## src/rtl/lin_diag_defines.svh

```systemverilog
// Register offsets, command layouts, flag positions and timing constants
`ifndef LIN_DIAG_DEFINES_SVH
`define LIN_DIAG_DEFINES_SVH
`define ADDR_CMD_BYTE 8'h00
`define ADDR_CMD_EXEC 8'h04
`define ADDR_STATUS 8'h08
`define ADDR_RESP_LO 8'h0c
`define ADDR_RESP_HI 8'h10
`define OP_CONFIG 8'ha0
`define OP_START 8'ha1
`define OP_SEND 8'ha2
`define NUM_CH 4
`define CMD_DEPTH 72
`define REQ_DEPTH 64
`define SR_ENTRIES 2
`define SR_BYTES 20
`define SR_FLAGS_POS 16
`define B_CH 0
`define CFG_TYPE 1
`define CFG_NAD 4
`define CFG_RESP_TO 6
`define CFG_PEND_TO 8
`define CFG_RETRY 10
`define CFG_KA_EN 12
`define CFG_KA_REPLY 13
`define CFG_KA_PERIOD 14
`define CFG_KA_LEN 19
`define CFG_KA_DATA 20
`define CFG_SR_COUNT 28
`define CFG_SR_BASE 29
`define B_MODE 1
`define MODE_FUNC 0
`define MODE_NORESP 7
`define ST_LEN 2
`define ST_DATA 4
`define SR_SEND 2
`define SR_APPEND 3
`define SR_LEN 6
`define SR_DATA 8
`define FL_REPEAT 0
`define FL_PENDING 1
`define FL_DEFAULT 2
`define FL_LAST 3
`define FL_FILTER 4
`define FUNC_NAD 8'h7e
`define ERR_NONE 4'h0
`define ERR_NOSESSION 4'h1
`define ERR_NOTASK 4'h2
`define ERR_TIMEOUT 4'h3
`define ERR_BADCMD 4'h4
`define ERR_BADCH 4'h5
`define MS_NS 1000000
`define CLK_NS 25
`endif

```

## src/rtl/lin_diag_pkg.sv

```systemverilog
// Shared types of the diagnostic engine
package lin_diag_pkg;
    typedef logic [7:0] byte_t;
    typedef enum logic [2:0] {ST_IDLE, ST_EXEC, ST_COPY, ST_TX, ST_WAIT} state_t;
endpackage

```

## src/rtl/special_response_match.sv

```systemverilog
// Masked comparison of one received frame against the special-response table
`timescale 1ns/1ps
`include "lin_diag_defines.svh"
module special_response_match
    import lin_diag_pkg::*;
(
    input wire logic [63:0] frame,
    input wire logic [`SR_ENTRIES*64-1:0] mask_flat,
    input wire logic [`SR_ENTRIES*64-1:0] data_flat,
    input wire logic [`SR_ENTRIES*8-1:0] flags_flat,
    input wire logic [7:0] entry_count,
    output logic hit,
    output logic [7:0] hit_flags,
    output logic discard
);
    logic [`SR_ENTRIES-1:0] eq, live, drop;
    logic [`SR_ENTRIES*8-1:0] fl_or;

    // Each live entry compares the masked frame with its data bytes
    genvar g;
    generate
        for (g = 0; g < `SR_ENTRIES; g++) begin : g_ent
            assign live[g] = (8'(g) < entry_count);
            assign eq[g] = live[g] &&
                ((frame & mask_flat[g*64 +: 64]) == data_flat[g*64 +: 64]);
            // A filter entry drops frames that do not fit it
            assign drop[g] = live[g] && !eq[g] && flags_flat[g*8 + `FL_FILTER];
            if (g == 0) begin : g_first
                assign fl_or[7:0] = eq[0] ? flags_flat[7:0] : 8'h00;
            end else begin : g_rest
                assign fl_or[g*8 +: 8] = fl_or[(g-1)*8 +: 8] |
                    (eq[g] ? flags_flat[g*8 +: 8] : 8'h00);
            end
        end
    endgenerate

    assign hit = |eq;
    assign hit_flags = fl_or[(`SR_ENTRIES-1)*8 +: 8] & 8'h1f; // Reserved bits 5-7 ignored
    assign discard = |drop;
endmodule

```

## src/rtl/lin_diag_session_control.sv

```systemverilog
// Function
// - Table entry: 8 mask, 8 data, flags
// - Masked received frame compared with entry data
// - Match flags: repeat, pending, default, last (the last flag has no effect here)
// - Filter flag discards non-matching frames
// - Config byte 4 is node address
// - Bytes 6-7 response timeout in ms
// - Bytes 8-9 pending timeout in ms
// - Bytes 10-11 repeat count on timeout
// - Keep-alive enable, reply flag, period
// - Keep-alive length and payload bytes
// - Nonzero type starts the diagnostic task
// - Type zero stops task, frees sessions
// - Start-session opens channel session
// - Mode: physical/functional, bit7 no response
// - Start length; zero sends nothing
// - Command byte 0 selects channel
// - Physical targets one unit, functional broadcasts
// - Send byte 2 transmit, byte 3 append
//
// The AHB-Lite register port and the address map are this design's own decisions.
`timescale 1ns/1ps
`include "lin_diag_defines.svh"
module lin_diag_session_control
    import lin_diag_pkg::*;
#(
    parameter int MS_CYCLES = `MS_NS / `CLK_NS
) (
    input wire logic clk,
    input wire logic resetn,
    input wire logic hsel,
    input wire logic [31:0] haddr,
    input wire logic [1:0] htrans,
    input wire logic hwrite,
    input wire logic [2:0] hsize,
    input wire logic [31:0] hwdata,
    input wire logic hready,
    output logic [31:0] hrdata,
    output logic hreadyout,
    output logic hresp,
    output logic tx_valid,
    output logic [7:0] tx_data,
    output logic tx_last,
    output logic [7:0] tx_node_address,
    output logic tx_functional,
    input wire logic tx_ready,
    input wire logic rx_valid,
    input wire logic [63:0] rx_frame,
    output logic resp_valid,
    output logic [63:0] resp_frame
);
    logic rst_meta_r, rstn;
    logic ph_wr_r;
    logic [7:0] ph_addr_r;
    byte_t cmd_buf [0:`CMD_DEPTH-1];
    byte_t req_buf [0:`REQ_DEPTH-1];
    byte_t ka_data [0:7];
    logic [6:0] cmd_ptr_r, req_len_r, src_r, cnt_r, tx_idx_r, tx_len_r;
    byte_t opcode_r, node_address_r, ka_len_r, sr_count_r;
    logic [15:0] resp_to_r, pend_to_r, retries_r, retry_left_r, ka_period_r;
    logic [15:0] wait_ms_r, ka_ms_r;
    logic [31:0] ms_cnt_r;
    logic task_r, ka_en_r, ka_reply_r, ka_src_r, send_r, resp_exp_r, pending_r;
    logic [`NUM_CH-1:0] session_r;
    logic [3:0] err_r;
    logic [`SR_ENTRIES*64-1:0] sr_mask_r, sr_data_r;
    logic [`SR_ENTRIES*8-1:0] sr_flags_r;
    state_t st_r;

    // Two-stage release of the asynchronous reset
    always_ff @(posedge clk or negedge resetn) begin
        if (!resetn) begin
            rst_meta_r <= 1'b0;
            rstn <= 1'b0;
        end else begin
            rst_meta_r <= 1'b1;
            rstn <= rst_meta_r;
        end
    end

    // Little-endian 16-bit field from the command buffer
    function automatic logic [15:0] cb16(input int idx);
        cb16 = {cmd_buf[idx+1], cmd_buf[idx]};
    endfunction

    // AHB-Lite decode; zero wait states, always OKAY
    wire addr_ok = hsel && htrans[1] && hready;
    wire idle = (st_r == ST_IDLE);
    wire wr_byte = ph_wr_r && (ph_addr_r == `ADDR_CMD_BYTE) && idle;
    wire wr_exec = ph_wr_r && (ph_addr_r == `ADDR_CMD_EXEC) && idle;
    wire [31:0] status_w = {7'h00, st_r, 4'h0, 4'(session_r), err_r,
                            cmd_ptr_r, pending_r, task_r, !idle};
    wire [31:0] rd_mux = (haddr[7:0] == `ADDR_STATUS) ? status_w :
                         (haddr[7:0] == `ADDR_RESP_LO) ? resp_frame[31:0] :
                         (haddr[7:0] == `ADDR_RESP_HI) ? resp_frame[63:32] : 32'h0000_0000;

    always_ff @(posedge clk or negedge rstn) begin
        if (!rstn) begin
            ph_wr_r <= 1'b0;
            ph_addr_r <= 8'h00;
            hrdata <= 32'h0000_0000;
            hreadyout <= 1'b0;
            hresp <= 1'b0;
        end else begin
            ph_wr_r <= addr_ok && hwrite;
            ph_addr_r <= haddr[7:0];
            hrdata <= (addr_ok && !hwrite) ? rd_mux : 32'h0000_0000;
            hreadyout <= 1'b1;
            hresp <= 1'b0;
        end
    end

    // Command bytes are staged one per write; writes while busy are dropped
    always_ff @(posedge clk or negedge rstn) begin
        if (!rstn) begin
            cmd_ptr_r <= 7'h00;
        end else if (wr_exec) begin
            cmd_ptr_r <= 7'h00;
        end else if (wr_byte && cmd_ptr_r < 7'(`CMD_DEPTH)) begin
            cmd_ptr_r <= cmd_ptr_r + 7'h01;
        end
    end
    always_ff @(posedge clk) begin
        if (wr_byte && cmd_ptr_r < 7'(`CMD_DEPTH)) begin
            cmd_buf[cmd_ptr_r] <= hwdata[7:0];
        end
    end

    // Command fields, channel in byte 0
    wire [7:0] ex_ch = cmd_buf[`B_CH];
    wire ch_ok = ex_ch < 8'(`NUM_CH);
    wire [1:0] ch_i = ex_ch[1:0];
    wire [15:0] st_len = cb16(`ST_LEN);
    wire [15:0] sr_len = cb16(`SR_LEN);
    wire [6:0] st_cnt = (st_len > 16'(`REQ_DEPTH)) ? 7'(`REQ_DEPTH) : st_len[6:0];
    wire [6:0] sr_cnt = (sr_len > 16'(`REQ_DEPTH)) ? 7'(`REQ_DEPTH) : sr_len[6:0];
    wire cfg_type_zero = (cmd_buf[`CFG_TYPE] == 8'h00);
    wire send_no_sess = !ch_ok || !session_r[ch_i];

    // Millisecond tick from the 40 MHz clock
    wire ms_tick = (ms_cnt_r == MS_CYCLES - 1);
    always_ff @(posedge clk or negedge rstn) begin
        if (!rstn) begin
            ms_cnt_r <= 32'h0000_0000;
        end else begin
            ms_cnt_r <= ms_tick ? 32'h0000_0000 : ms_cnt_r + 32'h0000_0001;
        end
    end

    // Response screening against the special-response table
    logic sr_hit, sr_discard;
    logic [7:0] sr_fl;
    special_response_match u_match (
        .frame(rx_frame),
        .mask_flat(sr_mask_r),
        .data_flat(sr_data_r),
        .flags_flat(sr_flags_r),
        .entry_count(sr_count_r),
        .hit(sr_hit),
        .hit_flags(sr_fl),
        .discard(sr_discard)
    );
    wire rx_take = (st_r == ST_WAIT) && rx_valid && !sr_discard;
    wire rx_repeat = rx_take && sr_hit && sr_fl[`FL_REPEAT];
    wire rx_pend = rx_take && sr_hit && !sr_fl[`FL_REPEAT] && sr_fl[`FL_PENDING];
    wire rx_dflt = rx_take && sr_hit && sr_fl[`FL_DEFAULT];
    wire rx_final = rx_take && !rx_repeat && !rx_pend && !rx_dflt;
    wire [15:0] limit = pending_r ? pend_to_r : resp_to_r;
    wire timeout = (st_r == ST_WAIT) && !rx_take && (wait_ms_r >= limit);
    wire ka_due = idle && !wr_exec && task_r && ka_en_r && (ka_ms_r >= ka_period_r);

    // Transmit byte stream; next byte loaded as the current one is taken
    wire tx_fire = tx_valid && tx_ready;
    wire [6:0] sel_idx = tx_fire ? tx_idx_r + 7'h01 : tx_idx_r;
    wire [7:0] sel_byte = ka_src_r ? ka_data[sel_idx[2:0]] : req_buf[sel_idx[5:0]];
    wire retx = rx_repeat || (timeout && retry_left_r != 16'h0000);

    // Configuration load on a nonzero type
    always_ff @(posedge clk or negedge rstn) begin
        if (!rstn) begin
            node_address_r <= 8'h00;
            resp_to_r <= 16'h0000;
            pend_to_r <= 16'h0000;
            retries_r <= 16'h0000;
            ka_en_r <= 1'b0;
            ka_reply_r <= 1'b0;
            ka_period_r <= 16'h0000;
            ka_len_r <= 8'h00;
            sr_count_r <= 8'h00;
            sr_mask_r <= '0;
            sr_data_r <= '0;
            sr_flags_r <= '0;
        end else if (st_r == ST_EXEC && opcode_r == `OP_CONFIG && !cfg_type_zero) begin
            node_address_r <= cmd_buf[`CFG_NAD];
            resp_to_r <= cb16(`CFG_RESP_TO);
            pend_to_r <= cb16(`CFG_PEND_TO);
            retries_r <= cb16(`CFG_RETRY);
            ka_en_r <= cmd_buf[`CFG_KA_EN][0];
            ka_reply_r <= cmd_buf[`CFG_KA_REPLY][0];
            ka_period_r <= cb16(`CFG_KA_PERIOD);
            ka_len_r <= cmd_buf[`CFG_KA_LEN];
            sr_count_r <= cmd_buf[`CFG_SR_COUNT];
            for (int e = 0; e < `SR_ENTRIES; e++) begin
                for (int b = 0; b < 8; b++) begin
                    sr_mask_r[e*64+b*8 +: 8] <= cmd_buf[`CFG_SR_BASE+e*`SR_BYTES+b];
                    sr_data_r[e*64+b*8 +: 8] <= cmd_buf[`CFG_SR_BASE+e*`SR_BYTES+8+b];
                end
                sr_flags_r[e*8 +: 8] <=
                    cmd_buf[`CFG_SR_BASE+e*`SR_BYTES+`SR_FLAGS_POS];
            end
        end
    end
    always_ff @(posedge clk) begin
        if (st_r == ST_EXEC && opcode_r == `OP_CONFIG && !cfg_type_zero) begin
            for (int b = 0; b < 8; b++) begin
                ka_data[b] <= cmd_buf[`CFG_KA_DATA+b];
            end
        end
        if (st_r == ST_COPY && cnt_r != 7'h00 && req_len_r < 7'(`REQ_DEPTH)) begin
            req_buf[req_len_r[5:0]] <= cmd_buf[src_r];
        end
    end

    // Command execution, copy, transmit and response wait
    always_ff @(posedge clk or negedge rstn) begin
        if (!rstn) begin
            st_r <= ST_IDLE;
            opcode_r <= 8'h00;
            task_r <= 1'b0;
            session_r <= '0;
            err_r <= `ERR_NONE;
            req_len_r <= 7'h00;
            src_r <= 7'h00;
            cnt_r <= 7'h00;
            send_r <= 1'b0;
            resp_exp_r <= 1'b0;
            ka_src_r <= 1'b0;
            tx_functional <= 1'b0;
            tx_node_address <= 8'h00;
            tx_idx_r <= 7'h00;
            tx_len_r <= 7'h00;
            retry_left_r <= 16'h0000;
            pending_r <= 1'b0;
            resp_valid <= 1'b0;
            resp_frame <= 64'h0;
        end else begin
            resp_valid <= 1'b0;
            unique case (st_r)
                ST_IDLE: begin
                    if (wr_exec) begin
                        opcode_r <= hwdata[7:0];
                        st_r <= ST_EXEC;
                    end else if (ka_due) begin
                        ka_src_r <= 1'b1;
                        tx_len_r <= (ka_len_r > 8'h08) ? 7'h08 : ka_len_r[6:0];
                        resp_exp_r <= ka_reply_r;
                        tx_functional <= 1'b0;
                        tx_node_address <= node_address_r;
                        tx_idx_r <= 7'h00;
                        retry_left_r <= retries_r;
                        pending_r <= 1'b0;
                        st_r <= (ka_len_r == 8'h00) ? ST_IDLE : ST_TX;
                    end
                end
                ST_EXEC: begin
                    err_r <= `ERR_NONE;
                    st_r <= ST_IDLE;
                    if (opcode_r == `OP_CONFIG) begin
                        task_r <= !cfg_type_zero;
                        if (cfg_type_zero) begin
                            session_r <= '0;
                        end
                    end else if (opcode_r == `OP_START) begin
                        if (!task_r) begin
                            err_r <= `ERR_NOTASK;
                        end else if (!ch_ok) begin
                            err_r <= `ERR_BADCH;
                        end else begin
                            session_r[ch_i] <= 1'b1;
                            tx_functional <= cmd_buf[`B_MODE][`MODE_FUNC];
                            tx_node_address <= cmd_buf[`B_MODE][`MODE_FUNC] ?
                                `FUNC_NAD : node_address_r;
                            resp_exp_r <= !cmd_buf[`B_MODE][`MODE_NORESP];
                            req_len_r <= 7'h00;
                            src_r <= 7'(`ST_DATA);
                            cnt_r <= st_cnt;
                            send_r <= (st_len != 16'h0000);
                            st_r <= ST_COPY;
                        end
                    end else if (opcode_r == `OP_SEND) begin
                        if (send_no_sess) begin
                            err_r <= `ERR_NOSESSION;
                        end else begin
                            tx_functional <= cmd_buf[`B_MODE][`MODE_FUNC];
                            tx_node_address <= cmd_buf[`B_MODE][`MODE_FUNC] ?
                                `FUNC_NAD : node_address_r;
                            resp_exp_r <= !cmd_buf[`B_MODE][`MODE_NORESP];
                            if (!cmd_buf[`SR_APPEND][0]) begin
                                req_len_r <= 7'h00;
                            end
                            src_r <= 7'(`SR_DATA);
                            cnt_r <= sr_cnt;
                            send_r <= cmd_buf[`SR_SEND][0];
                            st_r <= ST_COPY;
                        end
                    end else begin
                        err_r <= `ERR_BADCMD;
                    end
                end
                ST_COPY: begin
                    if (cnt_r != 7'h00 && req_len_r < 7'(`REQ_DEPTH)) begin
                        req_len_r <= req_len_r + 7'h01;
                        src_r <= src_r + 7'h01;
                        cnt_r <= cnt_r - 7'h01;
                    end else begin
                        // Send with nothing buffered stays silent
                        ka_src_r <= 1'b0;
                        tx_len_r <= req_len_r;
                        tx_idx_r <= 7'h00;
                        retry_left_r <= retries_r;
                        pending_r <= 1'b0;
                        st_r <= (send_r && req_len_r != 7'h00) ? ST_TX : ST_IDLE;
                    end
                end
                ST_TX: begin
                    if (tx_fire) begin
                        tx_idx_r <= tx_idx_r + 7'h01;
                        if (tx_last) begin
                            st_r <= resp_exp_r ? ST_WAIT : ST_IDLE;
                        end
                    end
                end
                ST_WAIT: begin
                    if (retx) begin
                        if (!rx_repeat) begin
                            retry_left_r <= retry_left_r - 16'h0001;
                        end
                        tx_idx_r <= 7'h00;
                        st_r <= ST_TX;
                    end else if (timeout) begin
                        err_r <= `ERR_TIMEOUT;
                        st_r <= ST_IDLE;
                    end else if (rx_pend) begin
                        pending_r <= 1'b1;
                    end else if (rx_final) begin
                        resp_valid <= 1'b1;
                        resp_frame <= rx_frame;
                        st_r <= ST_IDLE;
                    end
                end
            endcase
        end
    end

    // Byte presentation towards the link
    always_ff @(posedge clk or negedge rstn) begin
        if (!rstn) begin
            tx_valid <= 1'b0;
            tx_data <= 8'h00;
            tx_last <= 1'b0;
        end else begin
            tx_valid <= (st_r == ST_TX) && !(tx_fire && tx_last);
            tx_data <= sel_byte;
            tx_last <= (sel_idx == tx_len_r - 7'h01);
        end
    end

    // Response and keep-alive millisecond counters; restart on each transmit
    always_ff @(posedge clk or negedge rstn) begin
        if (!rstn) begin
            wait_ms_r <= 16'h0000;
            ka_ms_r <= 16'h0000;
        end else begin
            if (st_r != ST_WAIT || rx_pend) begin
                wait_ms_r <= 16'h0000;
            end else if (ms_tick && wait_ms_r != 16'hffff) begin
                wait_ms_r <= wait_ms_r + 16'h0001;
            end
            if (!task_r || st_r == ST_TX) begin
                ka_ms_r <= 16'h0000; // Each transmitted frame also keeps the unit awake
            end else if (ms_tick && ka_ms_r != 16'hffff) begin
                ka_ms_r <= ka_ms_r + 16'h0001;
            end
        end
    end

    // Checks on the command engine
    repeat_request_a: assert property (@(posedge clk) disable iff (!rstn)
        rx_repeat |=> st_r == ST_TX && tx_idx_r == 7'h00)
        else $error("repeat flag did not restart the request");
    filter_drop_a: assert property (@(posedge clk) disable iff (!rstn)
        (st_r == ST_WAIT && rx_valid && sr_discard && !timeout) |=>
            !resp_valid && st_r != ST_IDLE)
        else $error("filtered frame was not discarded");
    pending_switch_a: assert property (@(posedge clk) disable iff (!rstn)
        rx_pend |=> pending_r && wait_ms_r == 16'h0000)
        else $error("pending flag did not switch timing");
    retry_count_a: assert property (@(posedge clk) disable iff (!rstn)
        (timeout && retry_left_r != 16'h0000) |=>
            st_r == ST_TX && retry_left_r == $past(retry_left_r) - 16'h0001)
        else $error("timeout retry miscounted");
    task_start_a: assert property (@(posedge clk) disable iff (!rstn)
        (st_r == ST_EXEC && opcode_r == `OP_CONFIG && !cfg_type_zero) |=> task_r)
        else $error("task not started");
    task_stop_a: assert property (@(posedge clk) disable iff (!rstn)
        (st_r == ST_EXEC && opcode_r == `OP_CONFIG && cfg_type_zero) |=>
            !task_r && session_r == '0)
        else $error("task not stopped");
    no_session_a: assert property (@(posedge clk) disable iff (!rstn)
        (st_r == ST_EXEC && opcode_r == `OP_SEND && send_no_sess) |=>
            err_r == `ERR_NOSESSION && st_r == ST_IDLE ##1 !tx_valid)
        else $error("send without session not refused");
    empty_start_a: assert property (@(posedge clk) disable iff (!rstn)
        (st_r == ST_EXEC && opcode_r == `OP_START && task_r && ch_ok &&
         st_len == 16'h0000) |=> st_r == ST_COPY ##1 st_r == ST_IDLE && !tx_valid)
        else $error("empty start-session transmitted");
    target_nad_a: assert property (@(posedge clk) disable iff (!rstn)
        tx_valid && !ka_src_r |-> tx_node_address == (tx_functional ? `FUNC_NAD : node_address_r))
        else $error("wrong target address");
    cov_session_c: cover property (@(posedge clk) disable iff (!rstn)
        st_r == ST_EXEC && opcode_r == `OP_START ##[1:80] tx_valid);
    cov_response_c: cover property (@(posedge clk) disable iff (!rstn) rx_final);
    cov_retry_c: cover property (@(posedge clk) disable iff (!rstn) timeout && retx);
    cov_keepalive_c: cover property (@(posedge clk) disable iff (!rstn) ka_due);
endmodule

```

## config.mk

```make
export PLATFORM = sky130hd
export DESIGN_NAME = lin_diag_session_control
export DESIGN_NICKNAME = d
export VERILOG_FILES = /design/src/rtl/lin_diag_pkg.sv /design/src/rtl/special_response_match.sv /design/src/rtl/lin_diag_session_control.sv
export VERILOG_INCLUDE_DIRS = /design/src /design/src/rtl
export SDC_FILE = /design/constraint.sdc
export NUM_CORES = 2
export LEC_CHECK = 0
export ABC_CLOCK_PERIOD_IN_PS = 20800
export BUFFER_PORTS_ARGS = -buffer_cell sky130_fd_sc_hd__buf_2
export CORE_ASPECT_RATIO = 1.25
export CORE_MARGIN = 2
export CORE_UTILIZATION = 62
export DETAILED_ROUTE_END_ITERATION = 10
export GPL_ROUTABILITY_DRIVEN = 0
export GPL_TIMING_DRIVEN = 1
export HOLD_SLACK_MARGIN = 0.08
export PLACE_DENSITY = 0.8
export SYNTH_ARGS = -nofsm -noshare
export SYNTH_HDL_FRONTEND = slang
export SYNTH_SLANG_ARGS = --single-unit
```

## constraint.sdc

```tcl
create_clock -name clk -period 20.8 [get_ports clk]
set_clock_uncertainty 0.15 [all_clocks]
set_input_delay 2.08 -clock clk [delete_from_list [all_inputs] [get_ports clk]]
set_output_delay 2.08 -clock clk [all_outputs]
set_load 0.01 [all_outputs]
```

Word level (Yosys, flattened, before mapping) --
Memories as Yosys holds them, arrays and structs flattened. A register that Yosys moved wholly into a read port is not among the register bits. Index checks and enable logic that the tools add are counted.
Storage, ports and cells: RAM bits 1152, output and inout port bits 118, word-level logic and storage cells 404, register bits after elaboration 290, memories 3
Memories:
- cmd_buf | words 72, bits a word 8, rd ports 60, clocked after memory_dff 45, write ports 1, RTL line lin_diag_session_control.sv:55 | byte_t cmd_buf [0:`CMD_DEPTH-1];
- req_buf | words 64, bits a word 8, rd ports 1, clocked after memory_dff 0, write ports 1, RTL line lin_diag_session_control.sv:56 | byte_t req_buf [0:`REQ_DEPTH-1];
- ka_data | words 8, bits a word 8, rd ports 1, clocked after memory_dff 0, write ports 8, RTL line lin_diag_session_control.sv:57 | byte_t ka_data [0:7];
Operators by class: $add $sub $neg 10, bitwise operators 8, equality and inequality tests 43, muxes and demuxes 148, reductions and logical operators 147, magnitude comparators 12
Operator list (number):
- 7-bit two-way mux | 35
- 16-bit two-way mux | 10
- 32-bit two-way mux | 5
- 64-bit bitwise AND | 2
- 64-bit == test | 2
- 8-bit two-way mux | 10
- 1-bit zero test | 62
- 7-bit case mux with 2 select lines | 4
- 3-bit two-way mux | 16
- 16-bit case mux with 3 select lines | 1
- 1-bit logical AND | 44
- 1-bit two-way mux | 41
- 4-bit two-way mux | 10
- 16-bit by 1-bit adder with 16-bit output, second input constant | 2
- 32-bit by 1-bit adder with 32-bit output, second input constant | 1
- 32-bit by 16-bit == test with 1-bit output, second input constant | 1
- 16-bit greater-or-equal comparator | 2
- 16-bit by 7-bit greater-than comparator with 1-bit output, second input constant | 2
- 16-bit != test, second input constant | 2
- 16-bit nonzero test | 2
- 7-bit by 1-bit adder with 7-bit output, second input constant | 4
- 2-bit != test, second input constant | 14
- 7-bit case mux with 4 select lines | 1
- 8-bit == test, second input constant | 3
- 46 further kinds | 92

Depth between registers and ports, before layout --
depth in word-level cells 20, gate-level depth with buffers 14

Cells and area by module --
Synthesis repeated with hierarchy kept, for this count alone.
Unflattened totals: cell total of the unflattened synthesis 5728, area total of the unflattened synthesis 92462.4 µm²
Modules (own cells, without submodules):
- lin_diag_session_control | instances 1, cells an instance 5358, area an instance 89938.8 µm², sequential area each 63936.3 µm²
- special_response_match | instances 1, cells an instance 370, area an instance 2523.7 µm², sequential area each 0.0 µm²

Worst setup path after synthesis --
OpenSTA, ideal clock, no wires.
path type input to register, start point input port tx_ready, end point register tx_data[3], setup slack 15.557 ns, library setup time 0.135 ns, buffers on the path 3, cell stages on the path 10, data arrival time 4.957 ns, required time 20.515 ns, cell sequence and2_1 > buf_2 > xnor2_1 > buf_2 > buf_2 > mux4_2 > mux4_2 > mux4_2 > nand2_1 > o21ai_0
Between the ends: word-level cells in the longest chain between the ends 4
Ends and longest elaborated chain:
- start, declared | RTL line lin_diag_session_control.sv:46 | input wire logic tx_ready,
- 1-bit logical AND (*) | RTL line lin_diag_session_control.sv:173 | wire tx_fire = tx_valid && tx_ready;
- 7-bit two-way mux (*)
- memory 64 x 8 bit or memory 8 x 8 bit (tied branches)
- 8-bit two-way mux (*) | RTL line lin_diag_session_control.sv:175 | wire [7:0] sel_byte = ka_src_r ? ka_data[sel_idx[2:0]] : req_buf[sel_idx[5:0]];
- net sel_byte[3] | RTL line lin_diag_session_control.sv:175
- end signal, assigned | RTL line lin_diag_session_control.sv:363 | tx_data <= sel_byte;
- end, declared | RTL line lin_diag_session_control.sv:42 | output logic [7:0] tx_data,
Mark *: on every way through the listed nets, which the timed path passes. The rest lies on a longest branch. A chain may end at the register's enable or synchronous reset.

Worst setup path in the final report --
start point register st_r[2], end point register sr_flags_r[1], read port of cmd_buf
Between the ends: word-level cells in the longest chain between the ends 3
Ends and longest elaborated chain:
- start, declared | RTL line lin_diag_session_control.sv:68 | state_t st_r;
- start signal, assigned | RTL line lin_diag_session_control.sv:262 | st_r <= (ka_len_r == 8'h00) ? ST_IDLE : ST_TX;
- start signal, assigned | RTL line lin_diag_session_control.sv:322 | st_r <= (send_r && req_len_r != 7'h00) ? ST_TX : ST_IDLE;
- start signal, assigned | RTL line lin_diag_session_control.sv:329 | st_r <= resp_exp_r ? ST_WAIT : ST_IDLE;
- 3-bit by 1-bit == test with 1-bit output | RTL line lin_diag_session_control.sv:193 | end else if (st_r == ST_EXEC && opcode_r == `OP_CONFIG && !cfg_type_zero) begin
- 1-bit logical AND (no line)
- 1-bit logical AND | RTL line lin_diag_session_control.sv:193
- end, declared | RTL line lin_diag_session_control.sv:67 | logic [`SR_ENTRIES*8-1:0] sr_flags_r;
No other way between the ends.

==> flow_metrics.env <==
export IMPL_ios=258
export IMPL_timing_fmax_mhz=169
export IMPL_final_area_mm2=0.0817
export IMPL_crit_type="flip-flop to flip-flop"
export IMPL_finalCriticalPeriod_ns=5.91
export IMPL_synth_edf_count=1152
export IMPL_r2r_end="sr_flags_r[1]"
export IMPL_hp_class="flip-flop to flip-flop"
export IMPL_grt_max_degree=169
export IMPL_ctsResizeCount=0
export IMPL_hold_violations=0
export IMPL_via_per_inst=6.68
export IMPL_nets=5364
export IMPL_drv_cap=0
export IMPL_wirelength_um=206000
export IMPL_grt_pass1_vias=45955
export IMPL_start_kind="flip-flop"
export IMPL_routedWlPerCell_um=29.8
export IMPL_antenna_found_initial=12
export IMPL_firstDrtPassIters=9
export IMPL_crit_start="st_r[2]"
export IMPL_dpl_cell_area_mm2=0.0761
export IMPL_clock_latency_ns=0.81
export IMPL_drtIter0Drc=6185
export IMPL_rows=141
export IMPL_netlist_cell_type_count=78
export IMPL_die_area_mm2=0.121
export IMPL_clockRootBuffer="clkbuf_16"
export IMPL_syn_avg_cell_area_um2=14.7
export IMPL_static_leakage_power_nw=32.1
export IMPL_grt_pass1_wl_um=302000
export IMPL_rr_worst_depth=9
export IMPL_htree_levels=4
export IMPL_cts_sinks=1779
export IMPL_ant_nets=0
export IMPL_start_util_pct=62.3
export IMPL_die_w_um=311
export IMPL_ys_ff_latch=1779
export IMPL_synth_area_mm2=0.0733
export IMPL_drc=0
export IMPL_grt_setup_unrepaired="false"
export IMPL_syn_to_final_growth_pct=11.5
export IMPL_final_cell_mix="1152 x edfxtp_1, 1151 x nand2_1, 624 x dfrtp_1, 369 x mux4_2, 304 x nor2_1"
export IMPL_fin_hold_ws_ns=0.204
export IMPL_grt_overflow_total=0
export IMPL_slew_headroom_pct=15.4
export IMPL_post_cts_buffers=0
export IMPL_layout_setup_ws_ns=14.89
export IMPL_period_share_pct=28.4
export IMPL_worst_endpoint_required_ns=21.36
export IMPL_cts_max_path_buffers=3
export IMPL_total_power_mw=8.06
export IMPL_p_per_area_mw_per_mm2=98.7
export IMPL_post_place_ws_ns=14.18
export IMPL_yosysWarnings=0
export IMPL_vias=46131
export IMPL_numCtsBuffers=162
export IMPL_tightest_slew_ns=1.26
export IMPL_fp_coreArea_mm2=0.118
export IMPL_setup_viol=0
export IMPL_portBuffers=204
export IMPL_ys_seq_area_share_pct=68.6
export IMPL_critPathCapture="sr_flags_r[1]"
export IMPL_hold_buffers=0
export IMPL_grt_usage_pct=34.4
export IMPL_slew_violations=0
export IMPL_peakVddDrop_v=0.000103
export IMPL_cts_tree="yes"
export IMPL_drive_gt1_share_pct=18.1
export IMPL_path_clk_slew_ns=0.06
export IMPL_ys_flop_type="edfxtp_1"
export IMPL_status="completed"
export IMPL_fin_tns_setup_ns=0
export IMPL_path_max_fanout=157
export IMPL_worst_r2r_setup_slack_ns=14.89
export IMPL_die_y_um=388
export IMPL_worstReg2RegStart="st_r[2]"
export IMPL_cp_end_kind="flip-flop"
export IMPL_layout_cells_most_common="edfxtp_1"
export IMPL_synthArstFlopShare_pct=35.2
export IMPL_synth_cells=4976
export IMPL_worstPathArrival_ns=6.47
export IMPL_dp_hpwl_um=132000
-- power by group --
part / internal (mW) / switching (mW)
Sequential: 3.79 / 0.0413
Combinational: 0.500 / 0.615
Clock: 1.78 / 1.33
Total: 6.07 / 1.99
-- worst max-delay path, cell delays in order (launching register included) --
cell	delay, ns
dfrtp_1	0.72
inv_1	0.42
nand3_1	0.31
nor3_1	0.55
nand2_4	0.59
inv_8	0.87
buf_4	0.71
buf_4	0.73
nand2_1	0.40
o21ai_0	0.16
-- stage by stage --
stage	instances	utilization, %
floorplan	4977	-
global placement	6588	64.6
detailed placement	6588	64.6
CTS	6893	69.4
global route	6893	69.4
finish	6903	69.4
-- metal layers --
metal,vias to the layer above,share of wire (%),global-route usage (%),wire length (um)
li1,18958,-,-,-
met3,772,11,7.53,21600
met1,23173,32,41.8,66800
met2,3212,48,55.3,99300
met4,16,8.7,24.2,17800
met5,-,0.057,0,117
-- synth_stat cells, drive strengths merged, types with 20 or more instances --
| library cell | n | area (um^2) |
|---|---|---|
| a211oi | 34 | 255 |
| a21boi | 33 | 248 |
| a21o | 36 | 270 |
| a21oi | 127 | 636 |
| a222oi | 20 | 200 |
| and3 | 85 | 532 |
| and3b | 32 | 280 |
| buf | 49 | 254 |
| clkbuf | 175 | 657 |
| dfrtp | 627 | 15700 |
| edfxtp | 1152 | 34600 |
| ha | 45 | 563 |
| inv | 53 | 199 |
| mux2 | 75 | 845 |
| mux2i | 40 | 400 |
| mux4 | 369 | 8310 |
| nand2 | 1152 | 4320 |
| nand3 | 88 | 440 |
| nand4 | 47 | 294 |
| nor2 | 304 | 1140 |
| nor3 | 30 | 160 |
| nor4 | 25 | 163 |
| o21ai | 74 | 382 |
| o22a | 30 | 263 |
| xnor2 | 46 | 403 |
| xor2 | 36 | 315 |
-- sequential cells by signal, summed over array words and instances, names as in the netlist, 16 cells and up --
signal / cells
retry_left_r: 16
hrdata: 32
sr_data_r: 128
req_buf: 512
retries_r: 16
ka_ms_r: 16
ka_period_r: 16
sr_mask_r: 128
cmd_buf: 576
ms_cnt_r: 32
ka_data: 64
resp_to_r: 16
wait_ms_r: 16
resp_frame: 64
pend_to_r: 16
-- worst min path at each step --
| stage | from | endpoint | depth (start not counted) |
|---|---|---|---|
| 3_5_place_dp | rst_meta_r | rstn | 0 |
| 4_1_cts | rst_meta_r | rstn | 0 |
| 2_1_floorplan | rst_meta_r | rstn | 0 |
| 3_3_place_gp | rst_meta_r | rstn | 0 |
| 5_1_grt | rst_meta_r | rstn | 0 |
| 6_report | rst_meta_r | rstn | 0 |
-- area by class of cell --
type                       instances  area [um^2]
inverter                          55          214
timing repair buffer             262         1520
clock buffer                     230         4720
sequential                      1779        50300
fill                            7323        36000
tap                             1573         1970
clock inverter                    75          841
multi-input combinational       2919        22100
antenna                           10         25.0
-- cells by family (layout without fill, tap and decap cells) --
logic type	Yosys count	count (layout)	synth area share, %
simple gates	1849	1849	10.9
compound gates	456	456	4.18
xor+xnor	82	82	0.980
mux	484	484	13.0
buf+inv	279	622	1.53
fa+ha+maj	45	45	0.769
other cells	2	13	0.0103
flops	1779	1779	68.6
No activity file was read; power rests on OpenSTA's default activity.
